--- src/logic/bcs_map.vh ---
// Register map and field constants for the bridge control and status slice
`ifndef BCS_MAP_VH
`define BCS_MAP_VH
`define BCS_ADDR_RDCTL    8'h48
`define BCS_RD_START_BIT  1
`define BCS_ADDR_DATA0    8'h4B
`define BCS_ADDR_DATA1    8'h4C
`define BCS_ADDR_DATA2    8'h4D
`define BCS_ADDR_DATA3    8'h4E
`define BCS_ADDR_CTL      8'h4F
`define BCS_ADDR_STS      8'h50
`define BCS_DATA_RST      8'h00
`define BCS_CTL_SRC_BIT   4
`define BCS_CTL_EN_BIT    3
`define BCS_CTL_CLR_BIT   2
`define BCS_CTL_RLD_BIT   1
`define BCS_CTL_BLK_BIT   0
`define BCS_STS_PWR_BIT   7
`define BCS_STS_IRQ_BIT   6
`define BCS_STS_INIT_BIT  4
`define BCS_STS_REM_BIT   3
`define BCS_STS_CFG_BIT   2
`define BCS_STS_CCK_BIT   1
`define BCS_STS_ICK_BIT   0
`define BCS_CONFIG_CHECKSUM_OK_LEN 128
`define BCS_ID_CKSUM_LEN  256
`endif

--- src/logic/bcs_regs.v ---
// Bridge control, status and indirect data byte registers
`timescale 1ns/100ps
`default_nettype none
`include "bcs_map.vh"
module bcs_regs (
  // Clock and reset
  input  wire       i_clk,
  input  wire       i_rst_b,
  // Register port
  input  wire       i_wr,
  input  wire [7:0] i_addr,
  input  wire [7:0] i_wdata,
  output reg  [7:0] o_rdata,
  // Pins and receiver status
  input  wire       i_mode_strap0,
  input  wire       i_sink_5v_pin,
  input  wire       i_rx_irq,
  // Indirect bus read
  output wire       o_bus_read_start,
  input  wire       i_bus_read_done,
  input  wire [31:0] i_bus_read_data,
  // Display-ID SRAM engine
  output wire       o_id_reload,
  output wire       o_id_clear,
  input  wire       i_id_done,
  input  wire       i_id_ck_ok,
  output wire       o_ddc_block,
  // Init progress
  input  wire       i_cfg_done,
  input  wire       i_cfg_ck_ok,
  input  wire       i_init_done,
  input  wire       i_rem_loaded,
  // Timebase control
  output wire       o_cec_source,
  output wire       o_cec_enable
);
  // --------------------------------------------------------------
  // Storage
  // --------------------------------------------------------------
  reg  [7:0] data_ff [0:3];
  reg  [7:0] nxt_data [0:3];
  reg        rd_start_ff;
  reg        nxt_rd_start;
  reg        cec_src_ff;
  reg        nxt_cec_src;
  reg        cec_en_ff;
  reg        nxt_cec_en;
  reg        clr_ff;
  reg        nxt_clr;
  reg        rld_ff;
  reg        nxt_rld;
  wire [3:0] wr_dat;
  wire       wr_ctl;
  wire       wr_rdctl;
  wire       rd_load;
  wire [7:0] ctl_view;
  wire [7:0] sts_view;
  wire       blk;
  wire       st_cfg;
  wire       st_cck;
  wire       st_init;
  wire       st_rem;
  wire       st_ick;
  integer    i;
  integer    j;

  // --------------------------------------------------------------
  // Helpers
  // --------------------------------------------------------------
  // Address match
  function sel;
    input [7:0] a;
    input [7:0] b;
    sel = (a == b);
  endfunction

  // Byte k of a bus word
  function [7:0] word_byte;
    input [31:0] w;
    input [1:0]  k;
    word_byte = w[8*k +: 8];
  endfunction

  bcs_strap_cap u_strap (
    .i_clk   (i_clk),
    .i_rst_b (i_rst_b),
    .i_strap (i_mode_strap0),
    .o_value (blk)
  );

  bcs_seq u_seq (
    .i_clk        (i_clk),
    .i_rst_b      (i_rst_b),
    .i_cfg_done   (i_cfg_done),
    .i_cfg_ck_ok  (i_cfg_ck_ok),
    .i_init_done  (i_init_done),
    .i_rem_loaded (i_rem_loaded),
    .i_id_ck_ok   (i_id_ck_ok),
    .i_id_done    (i_id_done),
    .o_cfg_done   (st_cfg),
    .o_cfg_ck     (st_cck),
    .o_init_done  (st_init),
    .o_rem_loaded (st_rem),
    .o_id_ck      (st_ick)
  );

  // --------------------------------------------------------------
  // Writes
  // --------------------------------------------------------------
  // data byte, control and read control write strobes, and read load
  assign wr_dat[0] = i_wr && sel(i_addr, `BCS_ADDR_DATA0);
  assign wr_dat[1] = i_wr && sel(i_addr, `BCS_ADDR_DATA1);
  assign wr_dat[2] = i_wr && sel(i_addr, `BCS_ADDR_DATA2);
  assign wr_dat[3] = i_wr && sel(i_addr, `BCS_ADDR_DATA3);
  assign wr_ctl    = i_wr && sel(i_addr, `BCS_ADDR_CTL);
  assign wr_rdctl  = i_wr && sel(i_addr, `BCS_ADDR_RDCTL);
  assign rd_load   = rd_start_ff && i_bus_read_done;

  // --------------------------------------------------------------
  // Data byte next state
  // --------------------------------------------------------------
  always @* begin
    for (j = 0; j < 4; j = j + 1) begin
      nxt_data[j] = data_ff[j];
      if (wr_dat[j])
        nxt_data[j] = i_wdata;
      if (rd_load)
        nxt_data[j] = word_byte(i_bus_read_data, j[1:0]);
    end
  end

  // --------------------------------------------------------------
  // Read start next state
  // --------------------------------------------------------------
  always @* begin
    nxt_rd_start = rd_start_ff;
    if (rd_load)
      nxt_rd_start = 1'b0;
    if (wr_rdctl)
      nxt_rd_start = i_wdata[`BCS_RD_START_BIT];
  end

  // --------------------------------------------------------------
  // Control next state
  // --------------------------------------------------------------
  always @* begin
    nxt_cec_src = cec_src_ff;
    nxt_cec_en  = cec_en_ff;
    nxt_clr     = clr_ff;
    nxt_rld     = rld_ff;
    if (wr_ctl) begin
      nxt_cec_src = i_wdata[`BCS_CTL_SRC_BIT];
      nxt_cec_en  = i_wdata[`BCS_CTL_EN_BIT];
      nxt_clr     = i_wdata[`BCS_CTL_CLR_BIT] & i_wdata[`BCS_CTL_RLD_BIT];
      nxt_rld     = i_wdata[`BCS_CTL_RLD_BIT];
    end else if (i_id_done) begin
      nxt_rld = 1'b0;
      nxt_clr = 1'b0;
    end
  end

  // --------------------------------------------------------------
  // Data byte registers
  // --------------------------------------------------------------
  always @(posedge i_clk) begin
    if (!i_rst_b) begin
      for (i = 0; i < 4; i = i + 1)
        data_ff[i] <= `BCS_DATA_RST;
    end else begin
      for (i = 0; i < 4; i = i + 1)
        data_ff[i] <= nxt_data[i];
    end
  end

  // --------------------------------------------------------------
  // Read start register
  // --------------------------------------------------------------
  always @(posedge i_clk) begin
    if (!i_rst_b) begin
      rd_start_ff <= 1'b0;
    end else begin
      rd_start_ff <= nxt_rd_start;
    end
  end

  // --------------------------------------------------------------
  // Control registers
  // --------------------------------------------------------------
  always @(posedge i_clk) begin
    if (!i_rst_b) begin
      cec_src_ff  <= 1'b0;
      cec_en_ff   <= 1'b0;
      clr_ff      <= 1'b0;
      rld_ff      <= 1'b0;
    end else begin
      cec_src_ff  <= nxt_cec_src;
      cec_en_ff   <= nxt_cec_en;
      clr_ff      <= nxt_clr;
      rld_ff      <= nxt_rld;
    end
  end

  // --------------------------------------------------------------
  // Read views
  // --------------------------------------------------------------
  // reserved control bits zero
  assign ctl_view[7:5]              = 3'h0;
  assign ctl_view[`BCS_CTL_SRC_BIT] = cec_src_ff;
  assign ctl_view[`BCS_CTL_EN_BIT]  = cec_en_ff;
  assign ctl_view[`BCS_CTL_CLR_BIT] = clr_ff;
  assign ctl_view[`BCS_CTL_RLD_BIT] = rld_ff;
  assign ctl_view[`BCS_CTL_BLK_BIT] = blk;
  assign sts_view[`BCS_STS_PWR_BIT]  = i_sink_5v_pin;
  assign sts_view[`BCS_STS_IRQ_BIT]  = i_rx_irq;
  assign sts_view[5]                 = 1'b0;
  assign sts_view[`BCS_STS_INIT_BIT] = st_init;
  assign sts_view[`BCS_STS_REM_BIT]  = st_rem;
  assign sts_view[`BCS_STS_CFG_BIT]  = st_cfg;
  assign sts_view[`BCS_STS_CCK_BIT]  = st_cck;
  assign sts_view[`BCS_STS_ICK_BIT]  = st_ick;

  // --------------------------------------------------------------
  // Reads
  // --------------------------------------------------------------
  always @* begin
    o_rdata = 8'h00;
    case (i_addr)
      `BCS_ADDR_DATA0: o_rdata = data_ff[0];
      `BCS_ADDR_DATA1: o_rdata = data_ff[1];
      `BCS_ADDR_DATA2: o_rdata = data_ff[2];
      `BCS_ADDR_DATA3: o_rdata = data_ff[3];
      `BCS_ADDR_CTL:   o_rdata = ctl_view;
      `BCS_ADDR_STS:   o_rdata = sts_view;
      default:         o_rdata = 8'h00;
    endcase
  end

  assign o_bus_read_start = rd_start_ff;
  assign o_id_reload      = rld_ff;
  assign o_id_clear       = clr_ff & rld_ff;
  assign o_ddc_block      = blk;
  assign o_cec_source     = cec_src_ff;
  assign o_cec_enable     = cec_en_ff;
endmodule // bcs_regs
`default_nettype wire

--- src/logic/bcs_seq.v ---
// Initialization progress tracker
`timescale 1ns/100ps
`default_nettype none
module bcs_seq (
  // Clock and reset
  input  wire i_clk,
  input  wire i_rst_b,
  // Progress events
  input  wire i_cfg_done,
  input  wire i_cfg_ck_ok,
  input  wire i_init_done,
  input  wire i_rem_loaded,
  input  wire i_id_ck_ok,
  input  wire i_id_done,
  // Status flags
  output reg  o_cfg_done,
  output reg  o_cfg_ck,
  output reg  o_init_done,
  output reg  o_rem_loaded,
  output reg  o_id_ck
);
  always @(posedge i_clk) begin
    if (!i_rst_b) begin
      o_cfg_done   <= 1'b0;
      o_cfg_ck     <= 1'b0;
      o_init_done  <= 1'b0;
      o_rem_loaded <= 1'b0;
      o_id_ck      <= 1'b0;
    end else begin
      if (i_cfg_done) begin
        o_cfg_done <= 1'b1;
        o_cfg_ck   <= i_cfg_ck_ok;
      end
      if (i_init_done && (o_cfg_done || i_cfg_done))
        o_init_done <= 1'b1;
      if (i_rem_loaded)
        o_rem_loaded <= 1'b1;
      if (i_id_done)
        o_id_ck <= i_id_ck_ok;
    end
  end
endmodule // bcs_seq
`default_nettype wire

--- src/logic/bcs_strap_cap.v ---
// Strap capture after reset release
`timescale 1ns/100ps
`default_nettype none
module bcs_strap_cap (
  // Clock and reset
  input  wire i_clk,
  input  wire i_rst_b,
  // Strap in and held value
  input  wire i_strap,
  output reg  o_value
);
  reg done_ff;
  always @(posedge i_clk) begin
    if (!i_rst_b) begin
      done_ff <= 1'b0;
      o_value <= 1'b0;
    end else if (!done_ff) begin
      done_ff <= 1'b1;
      o_value <= i_strap;
    end
  end
endmodule // bcs_strap_cap
`default_nettype wire

--- config.mk ---
export PLATFORM = sky130hd
export DESIGN_NAME = bcs_regs
export DESIGN_NICKNAME = d
export VERILOG_FILES = /design/src/logic/bcs_regs.v /design/src/logic/bcs_seq.v /design/src/logic/bcs_strap_cap.v
export VERILOG_INCLUDE_DIRS = /design/src /design/src/logic
export SDC_FILE = /design/constraint.sdc
export NUM_CORES = 1
export LEC_CHECK = 0
export BUFFER_PORTS_ARGS = -buffer_cell sky130_fd_sc_hd__buf_4
export CORE_MARGIN = 4
export CORE_UTILIZATION = 50
export CTS_CLUSTER_SIZE = 10
export DETAILED_ROUTE_END_ITERATION = 16
export PLACE_DENSITY = 0.79
export SLEW_MARGIN = 20
export SYNTH_ARGS = -nofsm -noshare
export SYNTH_HDL_FRONTEND = slang
export SYNTH_SLANG_ARGS = --single-unit
--- constraint.sdc ---
create_clock -name i_clk -period 1.58 [get_ports i_clk]
set_input_delay 0.158 -clock i_clk [delete_from_list [all_inputs] [get_ports i_clk]]
set_output_delay 0.158 -clock i_clk [all_outputs]
set_load 0.005 [all_outputs]
==> results of run 1 <==
==> worst max path at each step <==
stage / end / depth (start not counted)
5_1_grt: o_rdata[2] / 4
3_5_place_dp: o_bus_read_start / 5
6_report: o_rdata[2] / 4
4_1_cts: o_rdata[2] / 4
2_1_floorplan: o_bus_read_start / 4
3_3_place_gp: o_bus_read_start / 5
==> synth_stat cells (3+ instances only) <==
cell,number
nor2_1,5
nor2b_1,13
a32oi_1,4
nor3_1,4
o21a_1,3
and2_1,10
nand2_1,7
nand2b_1,3
a22o_1,8
a22oi_1,3
a21oi_1,63
buf_2,4
dfxtp_1,44
o41ai_4,3
nand3_1,4
a221o_1,4
o21ai_0,30
clkbuf_1,10
mux2i_1,9
==> per-stage QoR <==
stage | setup TNS [ns] | utilization
floorplan | 0 | -
global placement | -0.0718 | 0.691
detailed placement | -0.0997 | 0.691
CTS | -0.117 | 0.724
global route | -0.384 | 0.736
finish | -0.279 | 0.736
==> what timing repair did <==
action                     CTS  global route
setup endpoints to repair    3             6
cloned                       0             0
pin swaps                    3             4
setup buffers                1             1
resized for setup            7            13
==> power by group <==
part / total, mW / switching, mW / leakage, nW / internal, mW
logic: 0.306 / 0.137 / 1.01 / 0.169
registers: 1.13 / 0.00955 / 0.358 / 1.12
clock network: 0.896 / 0.419 / 0.0548 / 0.477
total: 2.33 / 0.566 / 1.43 / 1.77
==> worst max-delay path: stages, from the launching register on <==
cell and delay (ns):
dfxtp_2 0.34, mux4_2 0.50, a22oi_2 0.16, nand2_2 0.09
buf_6 0.12
==> kinds of logic (layout without fill, tap and decap cells) <==
family / Yosys count / in the layout / synth area share
mux: 11 / 11 / 0.0540
simple gates: 60 / 60 / 0.168
flops: 44 / 44 / 0.384
compound gates: 126 / 126 / 0.354
buf+inv: 19 / 106 / 0.0398
==> routing by layer <==
| layer | GRT usage | wire length [um] | vias to the layer above | share of wire |
|---|---|---|---|---|
| met2 | 0.390 | 3220 | 140 | 0.45 |
| met4 | 0.109 | 200 | 0 | 0.028 |
| met5 | 0 | 0 | - | 0 |
| met1 | 0.338 | 3060 | 1073 | 0.43 |
| met3 | 0.0515 | 661 | 17 | 0.093 |
| li1 | - | - | 1149 | - |
==> layout make-up <==
cell class,instances,area share
flip-flops and latches,44,0.274
repair buffers,96,0.246
inverters,2,0.00233
multi-input cells,197,0.422
well taps,52,0.0202
clock inverters,3,0.0143
clock buffers,5,0.0213
==> cell usage in the layout (no fill, tap or decap), drive strengths merged, types with 2 or more instances in the layout <==
master | synthesis | routed
a32oi | 4 | 4
a22o | 8 | 8
and3 | 2 | 2
o41ai | 3 | 3
buf | 7 | 96
nor3 | 4 | 4
nand3 | 4 | 4
a22oi | 3 | 3
a21oi | 65 | 65
clkbuf | 10 | 5
nor2b | 13 | 13
nor2 | 5 | 5
a221o | 4 | 4
or3 | 2 | 2
o21a | 3 | 3
nand2 | 7 | 7
dfxtp | 44 | 44
and3b | 2 | 2
mux2i | 9 | 9
inv | 2 | 3
nand2b | 3 | 3
and2 | 10 | 10
o21ai | 34 | 34
==> flow_metrics.py, run 1 <==
metrics = {
    "route": {
        "drtPass1Iterations": 5,
        "drt.antenna.violating_nets": 0,
        "initialDrtViolationCount": 216,
        "drc": 0,
        "routed-via-count": 2379,
        "route.detailed.wl_per_inst_um": 17.9,
        "routed_wl_um": 7140,
        "viasPerCell": 5.96,
    },
    "timing": {
        "worstMarginPinSlew_ns": 0.448,
        "hold_violations": 0,
        "final_max_slew_viol_count": 0,
        "setup_viol_count_final": 3,
        "achievable-frequency_mhz": 594,
        "finalWorstPathRequiredPeriod_ns": 1.68,
        "min_period_over_period": 1.06,
        "finalWorstSetupSlack_ns": -0.102,
        "skew_ns": 0.00780,
        "slew_headroom": 0.699,
        "hold_ws_ns": 0.0448,
        "grt_setup_unrepaired": "yes",
    },
    "synth": {
        "yosys.area.top_type": "dfxtp_1",
        "synth.top_cell.area_share": 0.384,
        "synth_edf_count": 0,
        "synthesis.nets": 321,
        "post_synth_instance_area_sq_um": 2290,
        "netlist_top_cells_area": "dfxtp_1, a21oi_1, o21ai_0",
        "flop_and_latch_count_out_of_synthesis": 44,
        "post_syn_instances": 260,
        "dominantRegCellSynth": "dfxtp_1",
        "postSynthAreaPerCell_sq_um": 8.83,
        "yosys.cell_types.count": 40,
        "synth.yosys.seq_area_share": 0.384,
        "yosysWarningCount": 0,
        "async_reset_ff_frac": 0,
    },
    "setup_path": {
        "timing.rr.end": "data_ff[2][6]",
        "crit-reg2reg-launch": "o_bus_read_start",
        "r2r_setup_slk_ns": 0.30,
        "crit_required_ns": 1.42,
        "cp-startpoint": "clr_ff",
        "critPathKind": "flip-flop to output pin",
        "start_kind": "flip-flop",
        "worstPathArrival_ns": 1.52,
        "rr_worst_depth": 6,
        "top_fanout_value_on_the_critical_path": 2,
        "critPathCaptureType": "output pin",
    },
    "clocking": {
        "cts.hold.buffers_added": 0,
        "ctsRootBufferMaster": "clkbuf_8",
        "max-clock-path-buffers": 2,
        "clock_latency_ns": 0.31,
        "clk_pin_slew_ns": 0.09,
        "clkSinkCount": 44,
        "cts_buffers": 5,
        "h_tree_lvl_count": 2,
        "cts_tree": "built",
    },
    "finish": {
        "ff_latch_area_sq_um": 885,
        "antennaDiodeCount": 0,
        "post_route_cell_area_sq_um": 3230,
        "multi_input_area_sq_um": 1360,
        "top_register": "data_ff",
        "share_of_post_route_cells_with_drive_strength_above_1": 0.372,
        "n_fill_cell": 360,
        "fin_nets": 407,
        "largest_register_ffs": 32,
        "layout-area-overhead-vs-synth_pct": 40.6,
        "finalNonFillerCells": 399,
    },
    "placement": {
        "io_buffers": 74,
        "dpl.hpwl_um": 5270,
        "place_congestion": 0.947,
        "place_area_sq_um": 3030,
        "place_inst": 389,
        "place_worst_setup_slack_ns": -0.0588,
    },
    "run": {
        "max_cap_viol_count": 0,
    },
    "die": {
        "initial_utilization": 0.523,
        "full_die_area_sq_um": 5740,
        "die_span_x_um": 75.7,
        "placement_rows": 24,
        "floorplan.core_area_sq_um": 4380,
        "chipHeight_um": 75.7,
        "ioPinCount": 75,
    },
    "global_routing": {
        "number_of_antenna_violations_at_the_first_check_in_global_routing": 0,
        "grt_max_degree": 45,
        "grt_overflow_total": 0,
        "first_pass_grt_wire_length_um": 10700,
        "grt_pass1_vias": 2189,
        "grt.total_usage": 0.252,
    },
    "power_and_ir_drop": {
        "cellPowerDensity_nw_per_um2": 723,
        "power.static_leakage_nw": 1.43,
        "ir_worst_vdd_mv": 0.538,
        "power_mw": 2.33,
    },
    "min_path": {
        "worst_hold_path.endpoint": "u_seq.o_rem_loaded",
        "hold_depth": 2,
        "hp-start": "i_rem_loaded",
        "min_path_type": "primary input to flip-flop",
    },
    "status": {
        "failed_checks": "setup timing",
        "run_status": "complete, but fails checks",
    },
}
Power figures use the tool's default switching activity.
==> run 2: changes to the inputs <==
Settings changed: RECOVER_POWER set to 50.
==> run 2 against run 1 <==
The run still ends with setup timing left. Count of clock-buffer cells in the layout stayed put. Via count is 0.17% higher. Combinational power is 1% lower. Clock skew is 0.0011 ns lower. Utilization is 1.1 points lower. Non-clock buffer count stayed put. Worst hold slack hardly changed. Design area is 1.4% lower. Final cell count stayed put. Die area stayed put. Critical path depth stayed put.
==> flow_metrics.py, run 2 (synthesized netlist as in run 1, its figures left out) <==
metrics = {
    "power_and_ir_drop": {
        "power_switching_uw": 562,
        "power.static_leakage_nw": 1.39,
        "swShare": 0.241,
        "power_mw": 2.33,
        "seq_power_share": 0.486,
        "share_clk_of_total_power": 0.384,
        "internal_power_mw": 1.77,
        "cellPowerDensity_nw_per_um2": 732,
        "comb_power_share": 0.130,
        "ir_worst_vdd_mv": 0.534,
    },
    "timing": {
        "finalWorstSetupSlack_ns": -0.111,
        "skew_ns": 0.00673,
        "slew_headroom": 0.513,
        "min_period_over_period": 1.07,
        "final_max_slew_viol_count": 0,
        "finalWorstPathRequiredPeriod_ns": 1.69,
        "hold_ws_ns": 0.0451,
        "grt_setup_unrepaired": "yes",
        "hold_violations": 0,
        "achievable-frequency_mhz": 591,
        "worstMarginPinSlew_ns": 0.731,
        "setup_viol_count_final": 4,
    },
    "route": {
        "drt.antenna.violating_nets": 0,
        "routed-via-count": 2383,
        "initialDrtViolationCount": 196,
        "routed_wl_um": 7130,
        "drc": 0,
        "viasPerCell": 5.97,
        "drtPass1Iterations": 5,
        "route.detailed.wl_per_inst_um": 17.9,
    },
    "clocking": {
        "ctsRootBufferMaster": "clkbuf_8",
        "max-clock-path-buffers": 2,
        "cts_buffers": 5,
        "h_tree_lvl_count": 2,
        "clk_pin_slew_ns": 0.09,
        "cts_tree": "built",
        "cts.hold.buffers_added": 0,
        "clkSinkCount": 44,
        "clock_latency_ns": 0.30,
    },
    "global_routing": {
        "grt_max_degree": 45,
        "grt_overflow_total": 0,
        "first_pass_grt_wire_length_um": 10700,
        "grt.total_usage": 0.252,
        "grt_pass1_vias": 2189,
        "number_of_antenna_violations_at_the_first_check_in_global_routing": 0,
    },
    "finish": {
        "mostFrequentLayoutCells": "buf_4, a21oi_1, dfxtp_1",
        "fin_nets": 407,
        "layout-area-overhead-vs-synth_pct": 38.6,
        "final_common_cell": "buf_4",
        "n_fill_cell": 366,
        "antennaDiodeCount": 0,
        "largest_register_ffs": 32,
        "top_register": "data_ff",
        "share_of_post_route_cells_with_drive_strength_above_1": 0.360,
        "ff_latch_area_sq_um": 883,
        "multi_input_area_sq_um": 1350,
    },
    "status": {
        "failed_checks": "setup timing",
        "run_status": "complete, but fails checks",
    },
    "die": {
        "ioPinCount": 75,
        "full_die_area_sq_um": 5740,
        "floorplan.core_area_sq_um": 4380,
        "die_span_x_um": 75.7,
        "placement_rows": 24,
        "chipHeight_um": 75.7,
        "initial_utilization": 0.523,
    },
    "setup_path": {
        "series_of_cell_instances_along_the_critical_path": "mux4_2 > a22oi_2 > nand2_2 > buf_6",
        "cp_slowest_cell": "mux4_2",
        "delay_of_the_slowest_cell_on_the_worst_path_ns": 0.51,
        "timing.critical_path.max_delay_family": "multiplexers",
        "top_fanout_value_on_the_critical_path": 2,
        "critPathKind": "flip-flop to output pin",
        "worstPathArrival_ns": 1.53,
        "start_kind": "flip-flop",
        "r2r_setup_slk_ns": 0.06,
        "crit_required_ns": 1.42,
        "worst-path-buf-inv": 1,
        "critPathCaptureType": "output pin",
    },
    "placement": {
        "place_congestion": 0.947,
        "place_worst_setup_slack_ns": -0.0588,
        "io_buffers": 74,
        "dpl.hpwl_um": 5270,
    },
    "run": {
        "max_cap_viol_count": 0,
    },
    "min_path": {
        "min_path_type": "primary input to flip-flop",
    },
}
==> run 2: cell types whose count changed in the layout (fill, tap and decap cells not counted), moves of 2 or more <==
| cell | before | now |
|---|---|---|
| clkbuf_4 | 0 | 4 |
| buf_4 | 87 | 78 |
| clkbuf_1 | 0 | 2 |
| clkbuf_2 | 0 | 3 |
==> run 2: metrics by stage <==
stage               utilization  TNS [ns]  instances  cell area (sq um)
detailed placement        0.691   -0.0997        389               3030
global route              0.725     -1.07        399               3180
global placement          0.691   -0.0718        389               3030
finish                    0.725    -0.343        399               3180
CTS                       0.724    -0.117        398               3170
floorplan                     -         0        260               2290
==> run 2: path summary, 6_finish.rpt <==
check / cells after the start / startpoint / to
worst max-delay path: 4 / clr_ff / o_rdata[2]
worst min-delay path: 2 / i_rem_loaded / u_seq.o_rem_loaded
worst max register to register: 6 / o_bus_read_start / data_ff[3][4]
worst min register to register: 1 / u_seq.o_rem_loaded / u_seq.o_rem_loaded
==> run 2: repair_timing <==
action | CTS | global route
setup buffers | 1 | 1
setup endpoints to repair | 3 | 6
cloned | 0 | 0
resized for setup | 7 | 13
pin swaps | 3 | 4
==> run 2: final cells by class <==
| class | count | share of cell area |
|---|---|---|
| clock inverter | 3 | 0.0146 |
| inverter | 2 | 0.00236 |
| clock buffer | 5 | 0.0216 |
| tap | 52 | 0.0205 |
| timing repair buffer | 96 | 0.240 |
| sequential | 44 | 0.278 |
| multi-input combinational | 197 | 0.423 |
==> run 2: worst reg2reg max path: cells and delay by family (launching register included) <==
family / cells / cell delay, ns
buffers and inverters: 2 / 0.59
AOI/OAI and AO/OA: 3 / 0.42
DFF: 1 / 0.33
and+or+nand+nor: 1 / 0.06
==> run 2: per-layer routing <==
layer	part of all wire	vias to the layer above	global-route usage
met5	0	-	0
met4	0.031	0	0.109
met3	0.084	17	0.0515
met2	0.45	112	0.390
met1	0.44	1106	0.338
li1	-	1148	-
==> run 2: power by group through the flow <==
stage	registers [mW]	logic, mW	clock network [mW]
global route	1.13	0.325	0.952
floorplan	1.15	0.115	0
CTS	1.13	0.298	0.905
detailed placement	1.16	0.294	0
finish	1.13	0.302	0.894
global placement	1.16	0.291	0
==> run 3: changes to the inputs <==
Settings changed: SETUP_SLACK_MARGIN set to 0.1.
==> run 3 against run 2 <==
The run still ends with setup timing left. Clock power hardly changed. Clock skew rose by 0.0035 ns. Register-to-register slack about the same. Combinational power rose by 2%. Total power grew 0.32%. Largest cell class unchanged.
==> flow_metrics.py, run 3 (synthesized netlist as in run 1, its figures left out) <==
metrics = {
    "route": {
        "viasPerCell": 5.98,
        "drtPass1Iterations": 5,
        "routed_wl_um": 7350,
        "drt.antenna.violating_nets": 0,
        "initialDrtViolationCount": 205,
        "drc": 0,
        "route.detailed.wl_per_inst_um": 18.3,
        "routed-via-count": 2403,
    },
    "finish": {
        "n_fill_cell": 355,
        "largest_register_ffs": 32,
        "share_of_post_route_cells_with_drive_strength_above_1": 0.369,
        "post_route_cell_area_sq_um": 3210,
        "mostFrequentLayoutCells": "buf_4, a21oi_1, dfxtp_1",
        "antennaDiodeCount": 0,
        "fin_util": 0.731,
        "final_common_cell": "buf_4",
        "top_register": "data_ff",
        "layout-area-overhead-vs-synth_pct": 39.7,
        "fin_nets": 410,
    },
    "clocking": {
        "cts.hold.buffers_added": 0,
        "max-clock-path-buffers": 2,
        "clk_pin_slew_ns": 0.09,
        "cts_tree": "built",
        "cts_buffers": 5,
        "ctsRootBufferMaster": "clkbuf_8",
        "clkSinkCount": 44,
        "clock_latency_ns": 0.31,
        "h_tree_lvl_count": 2,
    },
    "power_and_ir_drop": {
        "power_mw": 2.34,
        "power.static_leakage_nw": 1.39,
        "ir_worst_vdd_mv": 0.520,
        "cellPowerDensity_nw_per_um2": 728,
    },
    "global_routing": {
        "grt.total_usage": 0.256,
        "number_of_antenna_violations_at_the_first_check_in_global_routing": 0,
        "grt_pass1_vias": 2215,
        "grt_overflow_total": 0,
        "grt_max_degree": 45,
        "first_pass_grt_wire_length_um": 10800,
    },
    "setup_path": {
        "start_kind": "flip-flop",
        "worst-path-buf-inv": 1,
        "rr_worst_depth": 6,
        "worstPathArrival_ns": 1.54,
        "timing.rr.end": "data_ff[3][0]",
        "critPathCaptureType": "output pin",
        "critPathKind": "flip-flop to output pin",
        "cp_slowest_cell": "mux4_2",
        "crit_required_ns": 1.42,
        "top_fanout_value_on_the_critical_path": 2,
        "series_of_cell_instances_along_the_critical_path": "mux4_2 > a22oi_2 > nand2_2 > buf_6",
        "crit-reg2reg-launch": "o_bus_read_start",
        "r2r_setup_slk_ns": 0.07,
        "timing.critical_path.max_delay_family": "multiplexers",
        "delay_of_the_slowest_cell_on_the_worst_path_ns": 0.50,
    },
    "placement": {
        "place_congestion": 0.947,
        "dpl.hpwl_um": 5270,
        "place_area_sq_um": 3030,
        "place_worst_setup_slack_ns": -0.0588,
        "io_buffers": 74,
    },
    "die": {
        "initial_utilization": 0.523,
        "chipHeight_um": 75.7,
        "die_span_x_um": 75.7,
        "placement_rows": 24,
        "floorplan.core_area_sq_um": 4380,
        "full_die_area_sq_um": 5740,
        "ioPinCount": 75,
    },
    "min_path": {
        "min_path_type": "primary input to flip-flop",
        "worst_hold_path.endpoint": "u_seq.o_rem_loaded",
        "hold_depth": 2,
        "hp-start": "i_rem_loaded",
    },
    "status": {
        "failed_checks": "setup timing",
        "run_status": "complete, but fails checks",
    },
    "timing": {
        "final_max_slew_viol_count": 0,
        "hold_violations": 0,
        "worstMarginPinSlew_ns": 0.758,
        "achievable-frequency_mhz": 591,
        "slew_headroom": 0.495,
        "skew_ns": 0.0102,
        "min_period_over_period": 1.07,
        "finalWorstPathRequiredPeriod_ns": 1.69,
        "tns_ns": -0.309,
        "grt_setup_unrepaired": "yes",
        "finalWorstSetupSlack_ns": -0.113,
        "setup_viol_count_final": 4,
    },
    "run": {
        "max_cap_viol_count": 0,
    },
}
## run 3: metrics by stage
step                      hold slack [ns]  cells
after floorplan                     0.186    260
after global placement              0.353    389
after detailed placement            0.361    389
after CTS                          0.0404    399
after global routing               0.0595    402
final                              0.0467    402
## run 3: worst max path at each step
stage,startpoint,slack (ns),depth (start not counted),end
final,clr_ff,-0.11,4,o_rdata[2]
after global routing,clr_ff,-0.15,4,o_rdata[2]
after CTS,clr_ff,-0.09,4,o_rdata[2]
after detailed placement,i_addr[1],-0.06,5,o_bus_read_start
after global placement,i_addr[1],-0.04,5,o_bus_read_start
after floorplan,i_addr[1],0.12,4,o_bus_read_start
## run 3: per-layer routing
layer,vias up,global-route usage,share of wire
li1,1150,-,-
met3,17,0.0528,0.093
met5,-,0,0
met1,1097,0.336,0.42
met2,139,0.402,0.45
met4,0,0.115,0.033
## run 3: what timing repair did
action	CTS	global route
pin swaps	4	8
setup buffers	2	3
resized for setup	10	13
endpoints found under the setup margin	7	8
## run 3: area by class of cell
type                            instances  area [sq um]  share of cell area
Timing Repair Buffer                   99           788               0.246
Multi-Input combinational cell        197          1350               0.420
Clock inverter                          3          46.3              0.0144
Tap cell                               52          65.1              0.0203
Sequential cell                        44           883               0.276
Clock buffer                            5          68.8              0.0215
Inverter                                2          7.51             0.00234
## run 3: report_power, final
| part | internal, mW | leakage [nW] | switching, mW |
|---|---|---|---|
| registers | 1.12 | 0.357 | 0.0103 |
| clock network | 0.477 | 0.0548 | 0.417 |
| logic | 0.171 | 0.978 | 0.138 |
| total | 1.77 | 1.39 | 0.566 |
